===== src/include/hssb_regs.svh =====
// Purpose: Command codes, bit positions and reset values of the status bank
// Assumes: Included by bare name from the interface and the flag latch and top modules
// Notes:   Definitions only
`ifndef HSSB_REGS_SVH
`define HSSB_REGS_SVH

// ----------------------------------------------------------------
// Command codes
// ----------------------------------------------------------------
`define HSSB_CMD_CLEAR_FAULTS 8'h03
`define HSSB_CMD_STATUS_BYTE 8'h78
`define HSSB_CMD_SUMMARY_WORD 8'h79
`define HSSB_CMD_OUTVOLT_STATUS 8'h7a
`define HSSB_CMD_OUTCURR_STATUS 8'h7b

// ----------------------------------------------------------------
// Reset values
// ----------------------------------------------------------------
`define HSSB_WORD_RESET 16'h0000
`define HSSB_BYTE_RESET 8'h00

// ----------------------------------------------------------------
// Summary word bit positions
// ----------------------------------------------------------------
`define HSSB_WORD_OUTVOLT_BIT 15
`define HSSB_WORD_OUTCURR_BIT 14
`define HSSB_WORD_INPUT_BIT 13
`define HSSB_WORD_VENDOR_BIT 12
`define HSSB_WORD_PWRBAD_BIT 11
`define HSSB_WORD_SWITCH_BIT 8

// ----------------------------------------------------------------
// Low byte bit positions
// ----------------------------------------------------------------
`define HSSB_BYTE_GATEOFF_BIT 6
`define HSSB_BYTE_OCSHUT_BIT 4
`define HSSB_BYTE_VINUV_BIT 3
`define HSSB_BYTE_TEMP_BIT 2
`define HSSB_BYTE_COMM_BIT 1
`define HSSB_BYTE_OTHER_BIT 0

// ----------------------------------------------------------------
// Detail register bit positions
// ----------------------------------------------------------------
`define HSSB_VOUT_OVW_BIT 6
`define HSSB_VOUT_UVW_BIT 5
`define HSSB_IOUT_OCSHUT_BIT 7
`define HSSB_IOUT_OCW_BIT 5

// Input status bit already reported by the low byte
`define HSSB_INPUT_UV_MASK 8'h10

// Number of latched flags
`define HSSB_NUM_FLAGS 7

`endif


===== src/include/hssb_pkg.sv =====
// Purpose: Types shared by the status bank modules
// Assumes: Flag count matches the header
// Notes:   Field order fixes the flag vector layout
package hssb_pkg;

   // ----------------------------------------------------------------
   // Latched flags, msb first
   // ----------------------------------------------------------------
   typedef struct packed {
      logic comm_error;
      logic vin_uv;
      logic pass_switch;
      logic oc_warn;
      logic oc_shutdown;
      logic uv_warn;
      logic ov_warn;
   } hssb_flags_t;

   typedef logic [7:0] hssb_byte_t;
   typedef logic [15:0] hssb_word_t;

endpackage


===== src/include/hssb_flag_if.sv =====
// Purpose: Carrier between the bank and its sticky flag store
// Assumes: One set bit per flag, one common clear
// Notes:   No clocking block; the store is clocked by its own ports
`timescale 1ns/1ns
`default_nettype none
`include "hssb_regs.svh"

interface hssb_flag_if;
   logic [`HSSB_NUM_FLAGS-1:0] set;
   logic clr;
   logic [`HSSB_NUM_FLAGS-1:0] q;

   modport store (input set, input clr, output q);
   modport user (output set, output clr, input q);
endinterface

`default_nettype wire


===== src/hdl/hssb_flag_latch.sv =====
// Purpose: Sticky flag store for the status bank
// Assumes: Set levels are condition levels, clear is a one-cycle pulse
// Notes:   Set wins over clear in the same cycle
`timescale 1ns/1ns
`default_nettype none
`include "hssb_regs.svh"

module hssb_flag_latch (
   input wire logic clk_sys,
   input wire logic reset,
   hssb_flag_if.store fl
);

   logic [`HSSB_NUM_FLAGS-1:0] q_r;
   logic [`HSSB_NUM_FLAGS-1:0] q_nxt;

   // ----------------------------------------------------------------
   // One sticky bit per flag
   // ----------------------------------------------------------------
   genvar i;
   generate
      for (i = 0; i < `HSSB_NUM_FLAGS; i++) begin : g_flag
         // Still-present condition keeps the bit set through a clear
         assign q_nxt[i] = fl.set[i] ? 1'b1 : (fl.clr ? 1'b0 : q_r[i]);
      end
   endgenerate

   // One process owns the whole vector, so each bit has a single writer
   always_ff @(posedge clk_sys or posedge reset) begin
      if (reset) begin
         q_r <= '0;
      end else begin
         q_r <= q_nxt;
      end
   end

   assign fl.q = q_r;

endmodule

`default_nettype wire


===== src/hdl/hssb_top.sv =====
// Purpose: Status reporting bank of a hot swap controller
// Assumes: Host transactions arrive already decoded as command pulses
// Notes:   Reads answer one cycle after the request with a snapshot
//
// Operation
// - Word bit 15 is high exactly while any output voltage status bit is set.
// - Word bit 14 is high exactly while any output current status bit is set.
// - Word bit 13 is high exactly while any input status bit is set.
// - Word bit 12 is high exactly while any vendor specific status bit is set.
// - Word bit 11 is high while the power good sense is below threshold.
// - Word bit 8 latches a pass switch health fault and stays set until a clear command.
// - The word's low byte equals the status byte and bits 10:9, 7 and 5 read 0.
// - Reserved bits of the voltage and current status registers read 0.
// - Voltage status bit 6 latches on an output overvoltage warning.
// - Voltage status bit 5 latches on an output undervoltage warning.
// - Current status bit 7 and low byte bit 4 latch on an overcurrent shutdown.
// - Current status bit 5 latches when current exceeds the warning threshold.
// - Low byte bit 1 latches on an unsupported command, bad PEC or bad message.
// - Low byte bit 0 shows some other detail status bit is pending.
// - Low byte bit 6 shows the gate pulldown is active, the UV pin is below threshold or the output is commanded off.
`timescale 1ns/1ns
`default_nettype none
`include "hssb_regs.svh"

module hssb_top
   import hssb_pkg::*;
(
   input wire logic clk_sys,
   input wire logic reset,
   input wire logic host_cmd_valid,
   input wire logic [7:0] host_cmd_code,
   input wire logic host_cmd_read,
   input wire logic host_pec_error,
   input wire logic host_frame_error,
   output logic rd_valid,
   output logic rd_nack,
   output logic rd_two_bytes,
   output logic [15:0] rd_data,
   input wire logic output_overvoltage_warning_cond,
   input wire logic output_undervoltage_warning_cond,
   input wire logic oc_timer_expired_cond,
   input wire logic iout_over_warn_cond,
   input wire logic pass_switch_health_cond,
   input wire logic input_undervoltage_cond,
   input wire logic uv_pin_below,
   input wire logic output_off_cmd,
   input wire logic gate_pulldown_active,
   input wire logic power_good_sense_input,
   input wire logic [7:0] input_status_in,
   input wire logic [7:0] temp_status_in,
   input wire logic [7:0] vendor_summary_flag_in
);

   // ----------------------------------------------------------------
   // Command decode helpers
   // ----------------------------------------------------------------
   function automatic logic is_status_read(input logic [7:0] code);
      is_status_read = (code == `HSSB_CMD_STATUS_BYTE) || (code == `HSSB_CMD_SUMMARY_WORD) ||
                       (code == `HSSB_CMD_OUTVOLT_STATUS) || (code == `HSSB_CMD_OUTCURR_STATUS);
   endfunction

   function automatic logic is_supported(input logic [7:0] code, input logic rd);
      is_supported = rd ? is_status_read(code) : (code == `HSSB_CMD_CLEAR_FAULTS);
   endfunction

   // ----------------------------------------------------------------
   // Sticky flag store
   // ----------------------------------------------------------------
   hssb_flag_if flags_if ();

   hssb_flag_latch u_flags (
      .clk_sys(clk_sys),
      .reset(reset),
      .fl(flags_if.store)
   );

   hssb_flags_t flag_set;
   hssb_flags_t flag_q;
   wire logic msg_error;
   wire logic cmd_unsupported;
   wire logic clear_cmd;

   // Host side error sources
   assign msg_error = host_pec_error | host_frame_error;
   assign cmd_unsupported = host_cmd_valid & ~is_supported(host_cmd_code, host_cmd_read);
   // A clear spoiled by a bus error is not acted on
   assign clear_cmd = host_cmd_valid & ~host_cmd_read & ~msg_error &
                      (host_cmd_code == `HSSB_CMD_CLEAR_FAULTS);

   // Condition levels feeding the sticky bits
   always_comb begin
      flag_set = '0;
      flag_set.ov_warn = output_overvoltage_warning_cond;
      flag_set.uv_warn = output_undervoltage_warning_cond;
      flag_set.oc_shutdown = oc_timer_expired_cond;
      flag_set.oc_warn = iout_over_warn_cond;
      flag_set.pass_switch = pass_switch_health_cond;
      flag_set.vin_uv = input_undervoltage_cond;
      flag_set.comm_error = cmd_unsupported | msg_error;
   end

   assign flags_if.set = flag_set;
   assign flags_if.clr = clear_cmd;
   assign flag_q = flags_if.q;

   // ----------------------------------------------------------------
   // Detail registers
   // ----------------------------------------------------------------
   hssb_byte_t outvolt_status;
   hssb_byte_t outcurr_status;

   // Only documented bits are placed; all others stay zero
   always_comb begin
      outvolt_status = `HSSB_BYTE_RESET;
      outvolt_status[`HSSB_VOUT_OVW_BIT] = flag_q.ov_warn;
      outvolt_status[`HSSB_VOUT_UVW_BIT] = flag_q.uv_warn;
      outcurr_status = `HSSB_BYTE_RESET;
      outcurr_status[`HSSB_IOUT_OCSHUT_BIT] = flag_q.oc_shutdown;
      outcurr_status[`HSSB_IOUT_OCW_BIT] = flag_q.oc_warn;
   end

   // ----------------------------------------------------------------
   // Live summaries
   // ----------------------------------------------------------------
   wire logic outvolt_summary_flag;
   wire logic outcurr_summary_flag;
   wire logic input_summary_flag;
   wire logic vendor_summary_flag;
   wire logic power_bad_flag;
   wire logic gate_drive_disabled_flag;
   wire logic temp_summary_flag;
   wire logic other_pending_flag;

   assign outvolt_summary_flag = |outvolt_status;
   assign outcurr_summary_flag = |outcurr_status;
   assign input_summary_flag = |input_status_in;
   // Switch health lives in the vendor register too
   assign vendor_summary_flag = (|vendor_summary_flag_in) | flag_q.pass_switch;
   assign power_bad_flag = ~power_good_sense_input;
   assign gate_drive_disabled_flag = gate_pulldown_active | uv_pin_below | output_off_cmd;
   assign temp_summary_flag = |temp_status_in;
   // Anything a detail read would show that no other low byte bit covers
   assign other_pending_flag = outvolt_summary_flag | flag_q.oc_warn | vendor_summary_flag |
                               (|(input_status_in & ~`HSSB_INPUT_UV_MASK));

   // ----------------------------------------------------------------
   // Status byte and summary word
   // ----------------------------------------------------------------
   hssb_byte_t status_byte;
   hssb_word_t summary_status_word;

   always_comb begin
      status_byte = `HSSB_BYTE_RESET;
      status_byte[`HSSB_BYTE_GATEOFF_BIT] = gate_drive_disabled_flag;
      status_byte[`HSSB_BYTE_OCSHUT_BIT] = flag_q.oc_shutdown;
      status_byte[`HSSB_BYTE_VINUV_BIT] = flag_q.vin_uv;
      status_byte[`HSSB_BYTE_TEMP_BIT] = temp_summary_flag;
      status_byte[`HSSB_BYTE_COMM_BIT] = flag_q.comm_error;
      status_byte[`HSSB_BYTE_OTHER_BIT] = other_pending_flag;
   end

   always_comb begin
      summary_status_word = `HSSB_WORD_RESET;
      summary_status_word[7:0] = status_byte;
      summary_status_word[`HSSB_WORD_OUTVOLT_BIT] = outvolt_summary_flag;
      summary_status_word[`HSSB_WORD_OUTCURR_BIT] = outcurr_summary_flag;
      summary_status_word[`HSSB_WORD_INPUT_BIT] = input_summary_flag;
      summary_status_word[`HSSB_WORD_VENDOR_BIT] = vendor_summary_flag;
      summary_status_word[`HSSB_WORD_PWRBAD_BIT] = power_bad_flag;
      summary_status_word[`HSSB_WORD_SWITCH_BIT] = flag_q.pass_switch;
   end

   // ----------------------------------------------------------------
   // Read answer path
   // ----------------------------------------------------------------
   wire logic read_req;
   wire logic read_ok;
   hssb_word_t read_sel;
   logic rd_valid_r;
   logic rd_nack_r;
   logic rd_two_bytes_r;
   logic [15:0] rd_data_r;

   assign read_req = host_cmd_valid & host_cmd_read;
   assign read_ok = read_req & is_status_read(host_cmd_code);
   // Byte registers come back zero extended
   assign read_sel = (host_cmd_code == `HSSB_CMD_SUMMARY_WORD) ? summary_status_word :
                     (host_cmd_code == `HSSB_CMD_OUTVOLT_STATUS) ? {8'h00, outvolt_status} :
                     (host_cmd_code == `HSSB_CMD_OUTCURR_STATUS) ? {8'h00, outcurr_status} :
                     {8'h00, status_byte};

   // Snapshot taken at the request edge, so it shows pre-edge state
   always_ff @(posedge clk_sys or posedge reset) begin
      if (reset) begin
         rd_valid_r <= 1'b0;
         rd_nack_r <= 1'b0;
         rd_two_bytes_r <= 1'b0;
         rd_data_r <= `HSSB_WORD_RESET;
      end else begin
         rd_valid_r <= read_ok;
         rd_nack_r <= read_req & ~read_ok;
         if (read_ok) begin
            rd_two_bytes_r <= (host_cmd_code == `HSSB_CMD_SUMMARY_WORD);
            rd_data_r <= read_sel;
         end
      end
   end

   assign rd_valid = rd_valid_r;
   assign rd_nack = rd_nack_r;
   assign rd_two_bytes = rd_two_bytes_r;
   assign rd_data = rd_data_r;

endmodule

`default_nettype wire


===== config.mk =====
export PLATFORM = sky130hd
export DESIGN_NAME = hssb_top
export DESIGN_NICKNAME = d
export VERILOG_FILES = /design/src/include/hssb_pkg.sv /design/src/include/hssb_flag_if.sv /design/src/hdl/hssb_flag_latch.sv /design/src/hdl/hssb_top.sv
export VERILOG_INCLUDE_DIRS = /design/src /design/src/include
export SDC_FILE = /design/constraint.sdc
export NUM_CORES = 1
export LEC_CHECK = 0
export BUFFER_PORTS_ARGS = -buffer_cell sky130_fd_sc_hd__buf_2
export CAP_MARGIN = 10
export CORE_MARGIN = 2
export CORE_UTILIZATION = 45
export CTS_CLUSTER_DIAMETER = 40
export DETAILED_ROUTE_END_ITERATION = 16
export GPL_TIMING_DRIVEN = 0
export PLACE_DENSITY = 0.83
export SLEW_MARGIN = 20
export SYNTH_ARGS = -nofsm -noshare
export SYNTH_HDL_FRONTEND = slang
export SYNTH_SLANG_ARGS = --single-unit

===== constraint.sdc =====
create_clock -name clk_sys -period 2.3 [get_ports clk_sys]
set_input_delay 0.115 -clock clk_sys [delete_from_list [all_inputs] [get_ports clk_sys]]
set_output_delay 0.115 -clock clk_sys [all_outputs]
set_load 0.05 [all_outputs]

Word-level counts from Yosys, hierarchy flattened:

Index checks and enable logic that the tools add are counted.

* register bits: 26
* word-level logic and storage cells: 64
* bits of input ports: 48

* bitwise gates (word level): 20
* reduce and logical (&&, ||, !) cells: 16
* equality and inequality tests: 5
* muxes and demuxes: 12

Operator list (number)
* $eq 8x7->1 const B: 4
* $reduce_or 8->1: 3
* $mux 16: 1
* $mux 8: 2
* $reduce_bool 2->1: 7
* $mux 1: 9
* $eq 8x2->1 const B: 1
* $or 1x1->1: 8
* $and 1x1->1: 7
* $reduce_or 7->1: 1
* $not 1->1: 5
* $reduce_or 2->1: 2
* $logic_or 1x1->1: 3

Longest topological paths before layout:

Gate-level depths: netlist of the first run.

* depth after elaboration: 9
* gate-level depth with buffers: 6

Hierarchy:

Synthesis of the first run repeated with hierarchy kept, for this count alone.

* cell total of the unflattened synthesis: 110
* area total of the unflattened synthesis: 1112.3 µm²

By module, submodules not included
* hssb_top: area an instance 877.1 µm², cells an instance 94, sequential area each 425.4 µm², instances 1
* hssb_flag_latch: area an instance 235.2 µm², cells an instance 16, sequential area each 175.2 µm², instances 1

Worst setup path before layout of the first run:

Ideal clock, no wire load.

* path type: input -> register
* from: input port host_cmd_code[4]
* to: register u_flags.q_r[6] (netlist: u_flags.fl.q[6])
* arrival: 1.142 ns
* buffers on the path: 0
* stages: 4
* slack: 1.034 ns
* data required time: 2.176 ns
* cell sequence: or4_4 nor4_4 o21ai_1 a211o_1

* cells in the longest elaborated chain, start to end: 9
* elaborated cells between the ends (all ways): 15
* those cells by class: eq/ne: 5; mux: 2; bitwise: 4; reduce/logical: 4

Ends and longest elaborated chain
* start: declaration: RTL line hssb_top.sv:31 `input wire logic [7:0] host_cmd_code,`
* $eq 8x7->1 (no line)
* $logic_or 1x1->1 (3 in a row): RTL line hssb_top.sv:58 `` is_status_read = (code == `HSSB_CMD_STATUS_BYTE) || (code == `HSSB_CMD_SUMMARY_WORD) || ``
* $mux 1: RTL line hssb_top.sv:63 `` is_supported = rd ? is_status_read(code) : (code == `HSSB_CMD_CLEAR_FAULTS); ``
* $not 1->1: RTL line hssb_top.sv:85 `assign cmd_unsupported = host_cmd_valid & ~is_supported(host_cmd_code, host_cmd_read);`
* $and 1x1->1: RTL line hssb_top.sv:85
* $or 1x1->1: RTL line hssb_top.sv:99 `flag_set.comm_error = cmd_unsupported | msg_error;`
* $mux 1 or $reduce_bool 2->1 (tied branches)
* end signal: assignment: RTL line hssb_flag_latch.sv:33 `q_r <= q_nxt;`
* end: declaration: RTL line hssb_flag_latch.sv:14 `` logic [`HSSB_NUM_FLAGS-1:0] q_r; ``

Parallel ways exist; a longest one is shown, timed or not.
A chain may end at the register's enable or synchronous reset.

Worst setup path in the final report of the first run:

* from: register u_flags.q_r[4] (netlist: u_flags.fl.q[4])
* to: register rd_data_r[0] (netlist: rd_data[0])

* cells in the longest elaborated chain, start to end: 6

Ends and longest elaborated chain
* $or 1x1->1 (*): RTL line hssb_top.sv:138 `assign vendor_summary_flag = (|vendor_summary_flag_in) | flag_q.pass_switch;`
* $or 1x1->1 (*) (2 in a row): RTL line hssb_top.sv:143 `assign other_pending_flag = outvolt_summary_flag | flag_q.oc_warn | vendor_summary_flag |`
* $mux 8: RTL line hssb_top.sv:189 `` (host_cmd_code == `HSSB_CMD_OUTCURR_STATUS) ? {8'h00, outcurr_status} : ``
* $mux 8: RTL line hssb_top.sv:188 `` (host_cmd_code == `HSSB_CMD_OUTVOLT_STATUS) ? {8'h00, outvolt_status} : ``
* $mux 16 (*): RTL line hssb_top.sv:187 `` assign read_sel = (host_cmd_code == `HSSB_CMD_SUMMARY_WORD) ? summary_status_word : ``
* end signal: assignment: RTL line hssb_top.sv:198 `` rd_data_r <= `HSSB_WORD_RESET; ``
* end signal: assignment: RTL line hssb_top.sv:204 `rd_data_r <= read_sel;`
* end: declaration: RTL line hssb_top.sv:182 `logic [15:0] rd_data_r;`

Every way passes the cells marked *; elsewhere a longest branch is shown, timed or not.

==> metrics.txt, run 1 <==
status finished, final reports clean; Routed WL per cell 12.7 um; clock sink count 24; H-Tree Depth 1; layer with the highest usage met2; maximum VDD drop 0.401 mV; setup TNS 0 ns; Worst Path Arrival around 1.4 ns; final hold vios 0; routability cong. 0.778; Hold Path Stages 3; r2r setup slk 1.15 ns; cell area power density 542 nW/um2; sequential area share after synthesis 0.547; Reg area 601 um2; met3 usage 0.0282; grt ovf 0; Period Utilization, post-route 0.500; Netlist cell types 27; TritonCTS buffer count 3; Hold Crit Start host_cmd_read; Peak Freq 870 MHz; Critical R2R Capture rd_data[0]$_DFFE_PP0P_; Hold WC Path Type input port to flip-flop; core area 2250 um2; slowest CP cell dfrtp_1; DIE HEIGHT 53.4 um; fin crit period 1.15 ns; CP dominant cell by count nor3_1; drt pass-1 iters 4; Hold Crit Endpoint rd_nack$_DFF_PP0_; Layout fillers 197; die area 2850 um2; Post-Syn Instances 109; clk_lat worst skew 0.31 ns; CTS tree yes; Layout Cells excl Fill 214; # rows 17; All-Layer GR Usage 0.225; vias in the first global route 1,072; Clock Skew ~0.0057 ns; final core occ 0.698; Worst-path clk slew 0.12 ns; first-iteration detailed-routing DRC count 22; share of layout cells above drive strength 1 0.419; # diodes 0; max incr delay on CP around 0.43 ns; CP Launch Type flip-flop; final setup vio count 0; Leak Pwr 0.822 nW; Longest Clk Path Bufs 2; Crit. End Element flip-flop; Critical Path Source u_flags.fl.q[4]$_DFFE_PP0P_; Area Overhead vs Synth 43.3%; routed wire length 2.72 mm; Placed Cells incl. Taps about 200; via count ~1,100; Initial Utilization 0.487; kind of cell adding the most delay to the critical path simple AND/OR/NAND/NOR gates; buffer and inverter count on the worst path 0; area occupied by multi-input gates between 400 and 500 um2; max-slew violation count 0; IO Port Bufs 64; met1 Resource Use GR 0.248; first-pass GRT wire length 4.55 mm; # IOs 67; fin nets ~240; Crit path required time 2.50 ns; WS Path Type flip-flop to flip-flop; Mapped Area 1100 um2; initial antenna violation count 0; Max Cap Viol 0; largest net degree at the start of global routing 25; CP Max Fanout 3; RSZ-0062 raised after global routing no; CP cell instances nor3_1, nand3_1, nor3_1, o31ai_1; Vias/cell 5.25; Worst slew margin 0.407; Syn. warnings 0; antenna-violating nets left 0; root buffer cell clkbuf_4; #FFs+latches synth 24; RR Startpoint u_flags.fl.q[4]$_DFFE_PP0P_; worst-margin pin slew 0.888 ns; met2 usage 0.409; r2r worst-path depth 4; Die W 53.4 um; Syn Area/Cell 10.1 um2; DP HPWL 2.23 mm; DRC errors left 0
[synthesized netlist by cell type, drive strengths merged]
master,instances,share of area
nand2,20,0.068
o41ai,1,0.0080
a21o,7,0.048
nand2b,5,0.029
nor2,3,0.010
o21ai,15,0.068
nand4,1,0.0057
dfrtp,24,0.55
inv,3,0.010
nand3b,1,0.010
a211o,1,0.0080
nand3,4,0.018
nor3,4,0.018
o31ai,2,0.014
nor2b,1,0.0057
clkbuf,1,0.0034
or4,2,0.021
buf,5,0.039
nor4,5,0.042
or3,1,0.0057
conb,1,0.0034
a211oi,1,0.0068
mux2,1,0.010
[worst max path at each step]
| stage | endpoint | cells after the start | slack [ns] |
|---|---|---|---|
| global route | u_flags.fl.q[0]$_DFFE_PP0P_ | 3 | 1.04 |
| global placement | u_flags.fl.q[1]$_DFFE_PP0P_ | 5 | 0.87 |
| floorplan | u_flags.fl.q[6]$_DFFE_PP0P_ | 4 | 1.03 |
| CTS | rd_data[0]$_DFFE_PP0P_ | 3 | 1.16 |
| detailed placement | u_flags.fl.q[2]$_DFFE_PP0P_ | 5 | 0.84 |
| finish | rd_data[0]$_DFFE_PP0P_ | 4 | 1.15 |
[per-layer routing]
| metal | vias up | part of all wire |
|---|---|---|
| met2 | 50 | 0.54 |
| met1 | 527 | 0.36 |
| met4 | 0 | 0.031 |
| met5 | - | 0 |
| met3 | 9 | 0.064 |
| li1 | 537 | - |
[kinds of logic after synthesis]
group / synth area share
muxes: 0.0103
and+or+nand+nor: 0.234
other: 0.00342
AOI/OAI and AO/OA: 0.153
DFF: 0.547
buffers and inverters: 0.0524
[area by class of cell]
cell class	instances	share of cell area
flip-flops and latches	24	0.382
multi-input cells	77	0.282
repair buffers	72	0.255
plain buffers	6	0.0294
clock buffers	4	0.0231
well taps	28	0.0223
inverters	3	0.00716
[flip-flops by register name, indices dropped and copies added (netlist names)]
name,flops
rd_nack,1
rd_valid,1
rd_data,14
u_flags.fl.q,7
rd_two_bytes,1
[placed cells by master, fill, tap and decap left out, types with 2 or more instances in the layout]
master,netlist,routed
buf_2,1,65
dfrtp_1,24,24
nand2_1,20,20
o21ai_0,13,13
dlygate4sd3_1,0,8
a21o_1,7,7
nand2b_1,5,5
nand3_1,4,4
nor4_1,4,4
nor3_1,4,4
inv_1,3,3
nor2_1,3,3
clkbuf_4,0,3
or4_4,2,2
buf_6,2,2
o21ai_1,2,2
o31ai_1,2,2
buf_4,2,2
conb_1,1,2
[timing repair]
item                                    4_1_cts  5_1_grt
endpoints found under the hold margin        31        0
hold buffers                                  8        0
buffers inserted                              0        0
endpoints found under the setup margin        0        0
gates resized for setup                       0        0
[power by group]
| group | leakage, nW | switching [mW] | internal [mW] | total (mW) |
|---|---|---|---|---|
| sequential | 0.294 | 0.00885 | 0.439 | 0.448 |
| combinational | 0.506 | 0.123 | 0.0666 | 0.189 |
| clock | 0.0210 | 0.118 | 0.0967 | 0.215 |
| total | 0.822 | 0.249 | 0.603 | 0.852 |
[worst min-delay path: cells and delay by family]
family / cells / cell delay, ns
buffers and inverters: 1 / 0.10
AND/OR/NAND/NOR: 2 / 0.12
[through the flow]
stage	worst slack [ns]	power [mW]	hold WS, ns	instance area [um2]
finish	1.15	0.852	0.0635	1570
global route	1.04	0.891	0.0739	1570
CTS	1.16	0.859	0.0591	1570
detailed placement	0.837	0.636	0.299	1460
global placement	0.865	0.629	0.293	1460
floorplan	1.03	0.563	0.130	1100
No activity file was read; power rests on OpenSTA's default activity.
==> run 2, diff against run 1 <==
--- a/config.mk
+++ b/config.mk
@@ -9,11 +9,11 @@
 export BUFFER_PORTS_ARGS = -buffer_cell sky130_fd_sc_hd__buf_2
 export CAP_MARGIN = 10
 export CORE_MARGIN = 2
-export CORE_UTILIZATION = 45
+export CORE_UTILIZATION = 38
 export CTS_CLUSTER_DIAMETER = 40
 export DETAILED_ROUTE_END_ITERATION = 16
 export GPL_TIMING_DRIVEN = 0
-export PLACE_DENSITY = 0.83
+export PLACE_DENSITY = 0.75
 export SLEW_MARGIN = 20
 export SYNTH_ARGS = -nofsm -noshare
 export SYNTH_HDL_FRONTEND = slang
==> constraint.sdc (replaced) <==
create_clock -name clk_sys -period 0.96 [get_ports clk_sys]
set_input_delay 0.048 -clock clk_sys [delete_from_list [all_inputs] [get_ports clk_sys]]
set_output_delay 0.048 -clock clk_sys [all_outputs]
set_load 0.05 [all_outputs]
==> metrics.txt, run 2 (same netlist as run 1, synthesis figures left out) <==
post-route cell area 1910 um2 (+22%); Initial Utilization 0.398 (-0.0888); hold bufs inserted after CTS 8 (unchanged); Crit path required time 1.16 ns (-1.34 ns); Longest Clk Path Bufs 2 (unchanged); Critical R2R Capture rd_data[0]$_DFFE_PP0P_; Crit. End Element flip-flop; CP Launch Type flip-flop; max-slew violation count 0 (unchanged); hold slack -0.109 ns (-0.173 ns); Area Overhead vs Synth 74.2%; most frequent cells in the layout buf_2 (43), buf_6 (24), dfrtp_1 (24), buf_4 (21), nand2_1 (17); Period Utilization, post-route 1.18 (+0.677); Worst Path Arrival 1.33 ns (-0.02 ns); DIE HEIGHT 57.7 um (+8.2%); drt pass-1 iters 4 (unchanged); clock sink count 24 (unchanged); via count 1,198 (+6.7%); antenna-violating nets left 0 (unchanged); final hold vios 24 (+24); initial antenna violation count 0 (unchanged); Routed WL per cell 13.9 um (+9.3%); status finished, violations left; CP Max Fanout 2 (-1); final setup vio count 12 (+12); r2r setup slk -0.17 ns (-1.32 ns); Critical Path Source u_flags.fl.q[3]$_DFFE_PP0P_; core area 2760 um2 (+22%); die area 3330 um2 (+17%); RR Startpoint u_flags.fl.q[3]$_DFFE_PP0P_; r2r worst-path depth 3 (-1); DRT met1 WL 1.31 mm (+33%); first-pass GRT wire length 4.87 mm (+7.0%); largest net degree at the start of global routing 25 (unchanged); root buffer cell clkbuf_4; share of layout cells above drive strength 1 0.524 (+0.105); DP HPWL 2.20 mm (-1.4%); TritonCTS buffer count 3 (unchanged); CTS tree yes; grt ovf 0 (unchanged); All-Layer GR Usage 0.186 (-0.0388); Largest register FFs 14 (unchanged); wire length on met2 1.81 mm (+23%); commonest non-fill, non-tap cell in the layout buf_2; vias in the first global route 1,135 (+5.9%); placed instance area 1470 um2 (+1.0%); fin worst setup slack -0.170 ns (-1.32 ns); Highest Signal Layer met4; setup TNS -0.721 ns (-0.721 ns); # rows 19 (+2); routability cong. 0.812 (+4.3%); Vias/cell 5.05 (-3.7%); crit path to rd_data[0]$_DFFE_PP0P_; DR WL met3 149 um (-14%); Leak Pwr 0.966 nW (+18%); IO Port Bufs 64 (unchanged); clk_lat worst skew 0.32 ns (about the same); DRC errors left 0 (unchanged); Hold WC Path Type input port to asynchronous set/reset pin; fin nets 255 (+8.5%); Die W 57.7 um (+8.2%); Max Cap Viol 0 (unchanged); fin crit period 1.13 ns (-0.0198 ns); routed wire length 3.29 mm (+21%); cell area power density 1150 nW/um2 (+110%); WS Path Type flip-flop to flip-flop; Peak Freq 885 MHz (+1.8%); Worst slew margin 0.416 (+0.00900); H-Tree Depth 1 (unchanged); failing checks hold timing, setup timing; worst-margin pin slew 0.874 ns (-0.0135 ns); Worst-path clk slew 0.13 ns (about the same); # IOs 67 (unchanged); maximum VDD drop 0.989 mV (+150%); first-iteration detailed-routing DRC count 56 (+150%); Clock Skew 0.00209 ns (-0.00365 ns); RSZ-0062 raised after global routing yes; # diodes 0 (unchanged)
[run 2: cell type report]
class	instances	area (um2)
well taps	31	38.8
multi-input cells	78	498
inverters	3	11.3
plain buffers	5	41.3
fillers	221	846
clock buffers	4	36.3
flip-flops and latches	24	601
repair buffers	92	686
[run 2: how the worst min path moves through the flow]
stage                        startpoint                           to  slack, ns  cells past startpoint
floorplan                         reset       rd_data[0]$_DFFE_PP0P_       0.06                      1
global placement    iout_over_warn_cond  u_flags.fl.q[3]$_DFFE_PP0P_       0.23                      2
detailed placement  iout_over_warn_cond  u_flags.fl.q[3]$_DFFE_PP0P_       0.23                      2
CTS                               reset       rd_data[6]$_DFFE_PP0P_      -0.07                      2
global route                      reset      rd_data[11]$_DFFE_PP0P_      -0.03                      2
finish                            reset       rd_data[0]$_DFFE_PP0P_      -0.11                      2
[run 2: worst max-delay path: stages (launching register included)]
cell and delay (ns):
dfrtp_1 0.41, or3_1 0.39, nor3_2 0.12, o31ai_1 0.09
[run 2: power by group]
part / total [mW] / internal, mW / switching (mW) / leakage (nW)
clock network: 0.539 / 0.232 / 0.307 / 0.0210
registers: 1.09 / 1.05 / 0.0320 / 0.294
logic: 0.578 / 0.262 / 0.316 / 0.651
[run 2: timing repair]
action / in CTS / in global routing
pin swaps: 10 / 2
setup buffers: 8 / 10
endpoints found under the hold margin: 32 / 24
setup endpoints to repair: 32 / 36
resized for setup: 29 / 24
gates cloned: 0 / 3
[run 2: layer usage]
metal  GRT usage  up-vias
li1            -      573
met1       0.219      579
met2       0.356       43
met3      0.0223        3
met4      0.0498        0
met5           0        -
[run 2: metrics by stage]
step	setup WS [ns]	power (mW)	utilization	instances
floorplan	-0.239	1.35	-	110
global placement	-0.423	1.51	0.534	205
detailed placement	-0.447	1.53	0.534	205
CTS	-0.145	2.14	0.629	224
global route	-0.206	2.29	0.693	237
finish	-0.170	2.20	0.693	237
==> run 3, diff against run 2 <==
==> constraint.sdc (replaced) <==
create_clock -name clk_sys -period 0.96 [get_ports clk_sys]
set_input_delay 0.192 -clock clk_sys [delete_from_list [all_inputs] [get_ports clk_sys]]
set_output_delay 0.192 -clock clk_sys [all_outputs]
set_load 0.05 [all_outputs]
==> metrics.txt, run 3 (same netlist as run 1, synthesis figures left out) <==
fin nets 253 (-0.78%); via count 1,212 (+1.2%); Worst-path clk slew 0.14 ns (about the same); failing checks setup timing; worst-margin pin slew 0.887 ns (+0.0124 ns); commonest non-fill, non-tap cell in the layout buf_2; Leak Pwr 1.03 nW (+6.7%); Layout fillers 189 (-14%); Layout Cells excl Fill 234 (-1.3%); RSZ-0062 raised after global routing yes; All-Layer GR Usage 0.196 (+0.00944); status finished, violations left; cell area power density 1050 nW/um2 (-8.8%); Hold WC Path Type input port to asynchronous set/reset pin; CTS tree yes; Worst slew margin 0.408 (-0.00830); Longest Clk Path Bufs 2 (unchanged); DIE HEIGHT 57.7 um (unchanged); grt ovf 0 (unchanged); fin crit period 1.24 ns (+0.108 ns); initial antenna violation count 0 (unchanged); buffer and inverter count on the worst path 1 (+1); antenna-violating nets left 0 (unchanged); Peak Freq 808 MHz (-8.7%); CP Max Fanout 2 (unchanged); maximum VDD drop 0.803 mV (-19%); routability cong. 0.840 (+3.4%); core area 2760 um2 (unchanged); IO Port Bufs 64 (unchanged); Die W 57.7 um (unchanged); routed wire length 3.63 mm (+10%); TritonCTS buffer count 3 (unchanged); slowest CP cell or4_4; share of layout cells above drive strength 1 0.650 (+0.126); CP Launch Type input port; Placed Cells incl. Taps 205 (unchanged); final hold vios 0 (-100%); Reg area 601 um2 (unchanged); # IOs 67 (unchanged); # diodes 0 (unchanged); Vias/cell 5.18 (+2.5%); Routed WL per cell 15.5 um (+12%); Largest register FFs 14 (unchanged); Final Power 2.13 mW (-3.2%); Crit path required time 1.16 ns (about the same); most frequent cells in the layout buf_2 (39), buf_6 (29), dfrtp_1 (24), buf_4 (22), nand2_2 (12); # rows 19 (unchanged); Initial Utilization 0.398 (unchanged); final setup vio count 39 (+27); clock sink count 24 (unchanged); Clock Skew 0.0156 ns (+0.0135 ns); Area Overhead vs Synth 84.9%; drt pass-1 iters 4 (unchanged); max-slew violation count 0 (unchanged); placed instance area 1470 um2 (unchanged); setup TNS -5.79 ns (-5.07 ns); root buffer cell clkbuf_4; clk_lat worst skew 0.31 ns (about the same); Worst Path Arrival 1.44 ns (+0.11 ns); die area 3330 um2 (unchanged); DP HPWL 2.15 mm (-2.3%); WS Path Type input port to flip-flop; first-iteration detailed-routing DRC count 24 (-57%); Max Cap Viol 0 (unchanged); H-Tree Depth 1 (unchanged); DRC errors left 0 (unchanged); post-route cell area 2030 um2 (+6.2%); max incr delay on CP 0.54 ns (+0.13 ns); area occupied by multi-input gates 568 um2 (+14%); fin worst setup slack -0.278 ns (-0.108 ns); vias in the first global route 1,117 (-1.6%); CP cell instances buf_6, or4_4, nor4_4, o21ai_1, a211o_1; Crit. End Element flip-flop; largest net degree at the start of global routing 25 (unchanged); Period Utilization, post-route 1.29 (+0.112); kind of cell adding the most delay to the critical path simple AND/OR/NAND/NOR gates; first-pass GRT wire length 5.00 mm (+2.5%)
run 3: per-stage QoR:
| stage | util | setup slack [ns] | hold WS [ns] |
|---|---|---|---|
| after global routing | 0.736 | -0.294 | 0.0387 |
| after detailed placement | 0.534 | -0.601 | 0.374 |
| after global placement | 0.534 | -0.566 | 0.371 |
| final | 0.736 | -0.278 | 0.0377 |
| after CTS | 0.653 | -0.243 | 0.0431 |
| after floorplan | - | -0.383 | 0.207 |
run 3: area by class of cell:
class | instances | area share
Buffer | 5 | 0.0222
Clock buffer | 3 | 0.0111
Inverter | 3 | 0.00555
Multi-Input combinational cell | 77 | 0.280
Sequential cell | 24 | 0.296
Tap cell | 31 | 0.0191
Timing Repair Buffer | 91 | 0.366
run 3: repair_timing:
item                                    in CTS  in global routing
gates resized for setup                     65                 23
pin swaps                                   12                  7
cloned                                       2                  1
endpoints found under the setup margin      39                 39
setup buffers                                9                 15
hold buffers                                 0                  0
run 3: layer usage:
layer  GRT usage  part of all wire  wire length, um  vias to the layer above
met2       0.359              0.56             2040                       53
met3      0.0268             0.051              184                       16
met4      0.0698             0.051              184                        0
met5           0                 0                0                        -
li1            -                 -                -                      570
met1       0.233              0.34             1220                      573
run 3: worst paths after layout:
| path | slack, ns | to | cells past startpoint | startpoint |
|---|---|---|---|---|
| setup reg to reg | -0.21 | rd_data[0]$_DFFE_PP0P_ | 3 | u_flags.fl.q[3]$_DFFE_PP0P_ |
| min in group clk_sys | 0.04 | u_flags.fl.q[4]$_DFFE_PP0P_ | 2 | pass_switch_health_cond |
| hold / removal | 0.04 | rd_data[6]$_DFFE_PP0P_ | 2 | reset |
| hold reg to reg | 0.51 | u_flags.fl.q[6]$_DFFE_PP0P_ | 1 | u_flags.fl.q[6]$_DFFE_PP0P_ |
| setup / recovery | -0.28 | u_flags.fl.q[6]$_DFFE_PP0P_ | 5 | host_cmd_code[4] |
| max in group asynchronous | 0.36 | u_flags.fl.q[5]$_DFFE_PP0P_ | 2 | reset |
run 3: power by group:
part           total (mW)  leakage [nW]  internal (mW)  switching (mW)
clock network       0.441        0.0138          0.147           0.294
logic               0.605         0.722          0.273           0.332
registers            1.09         0.294           1.05          0.0321
total                2.13          1.03           1.47           0.658
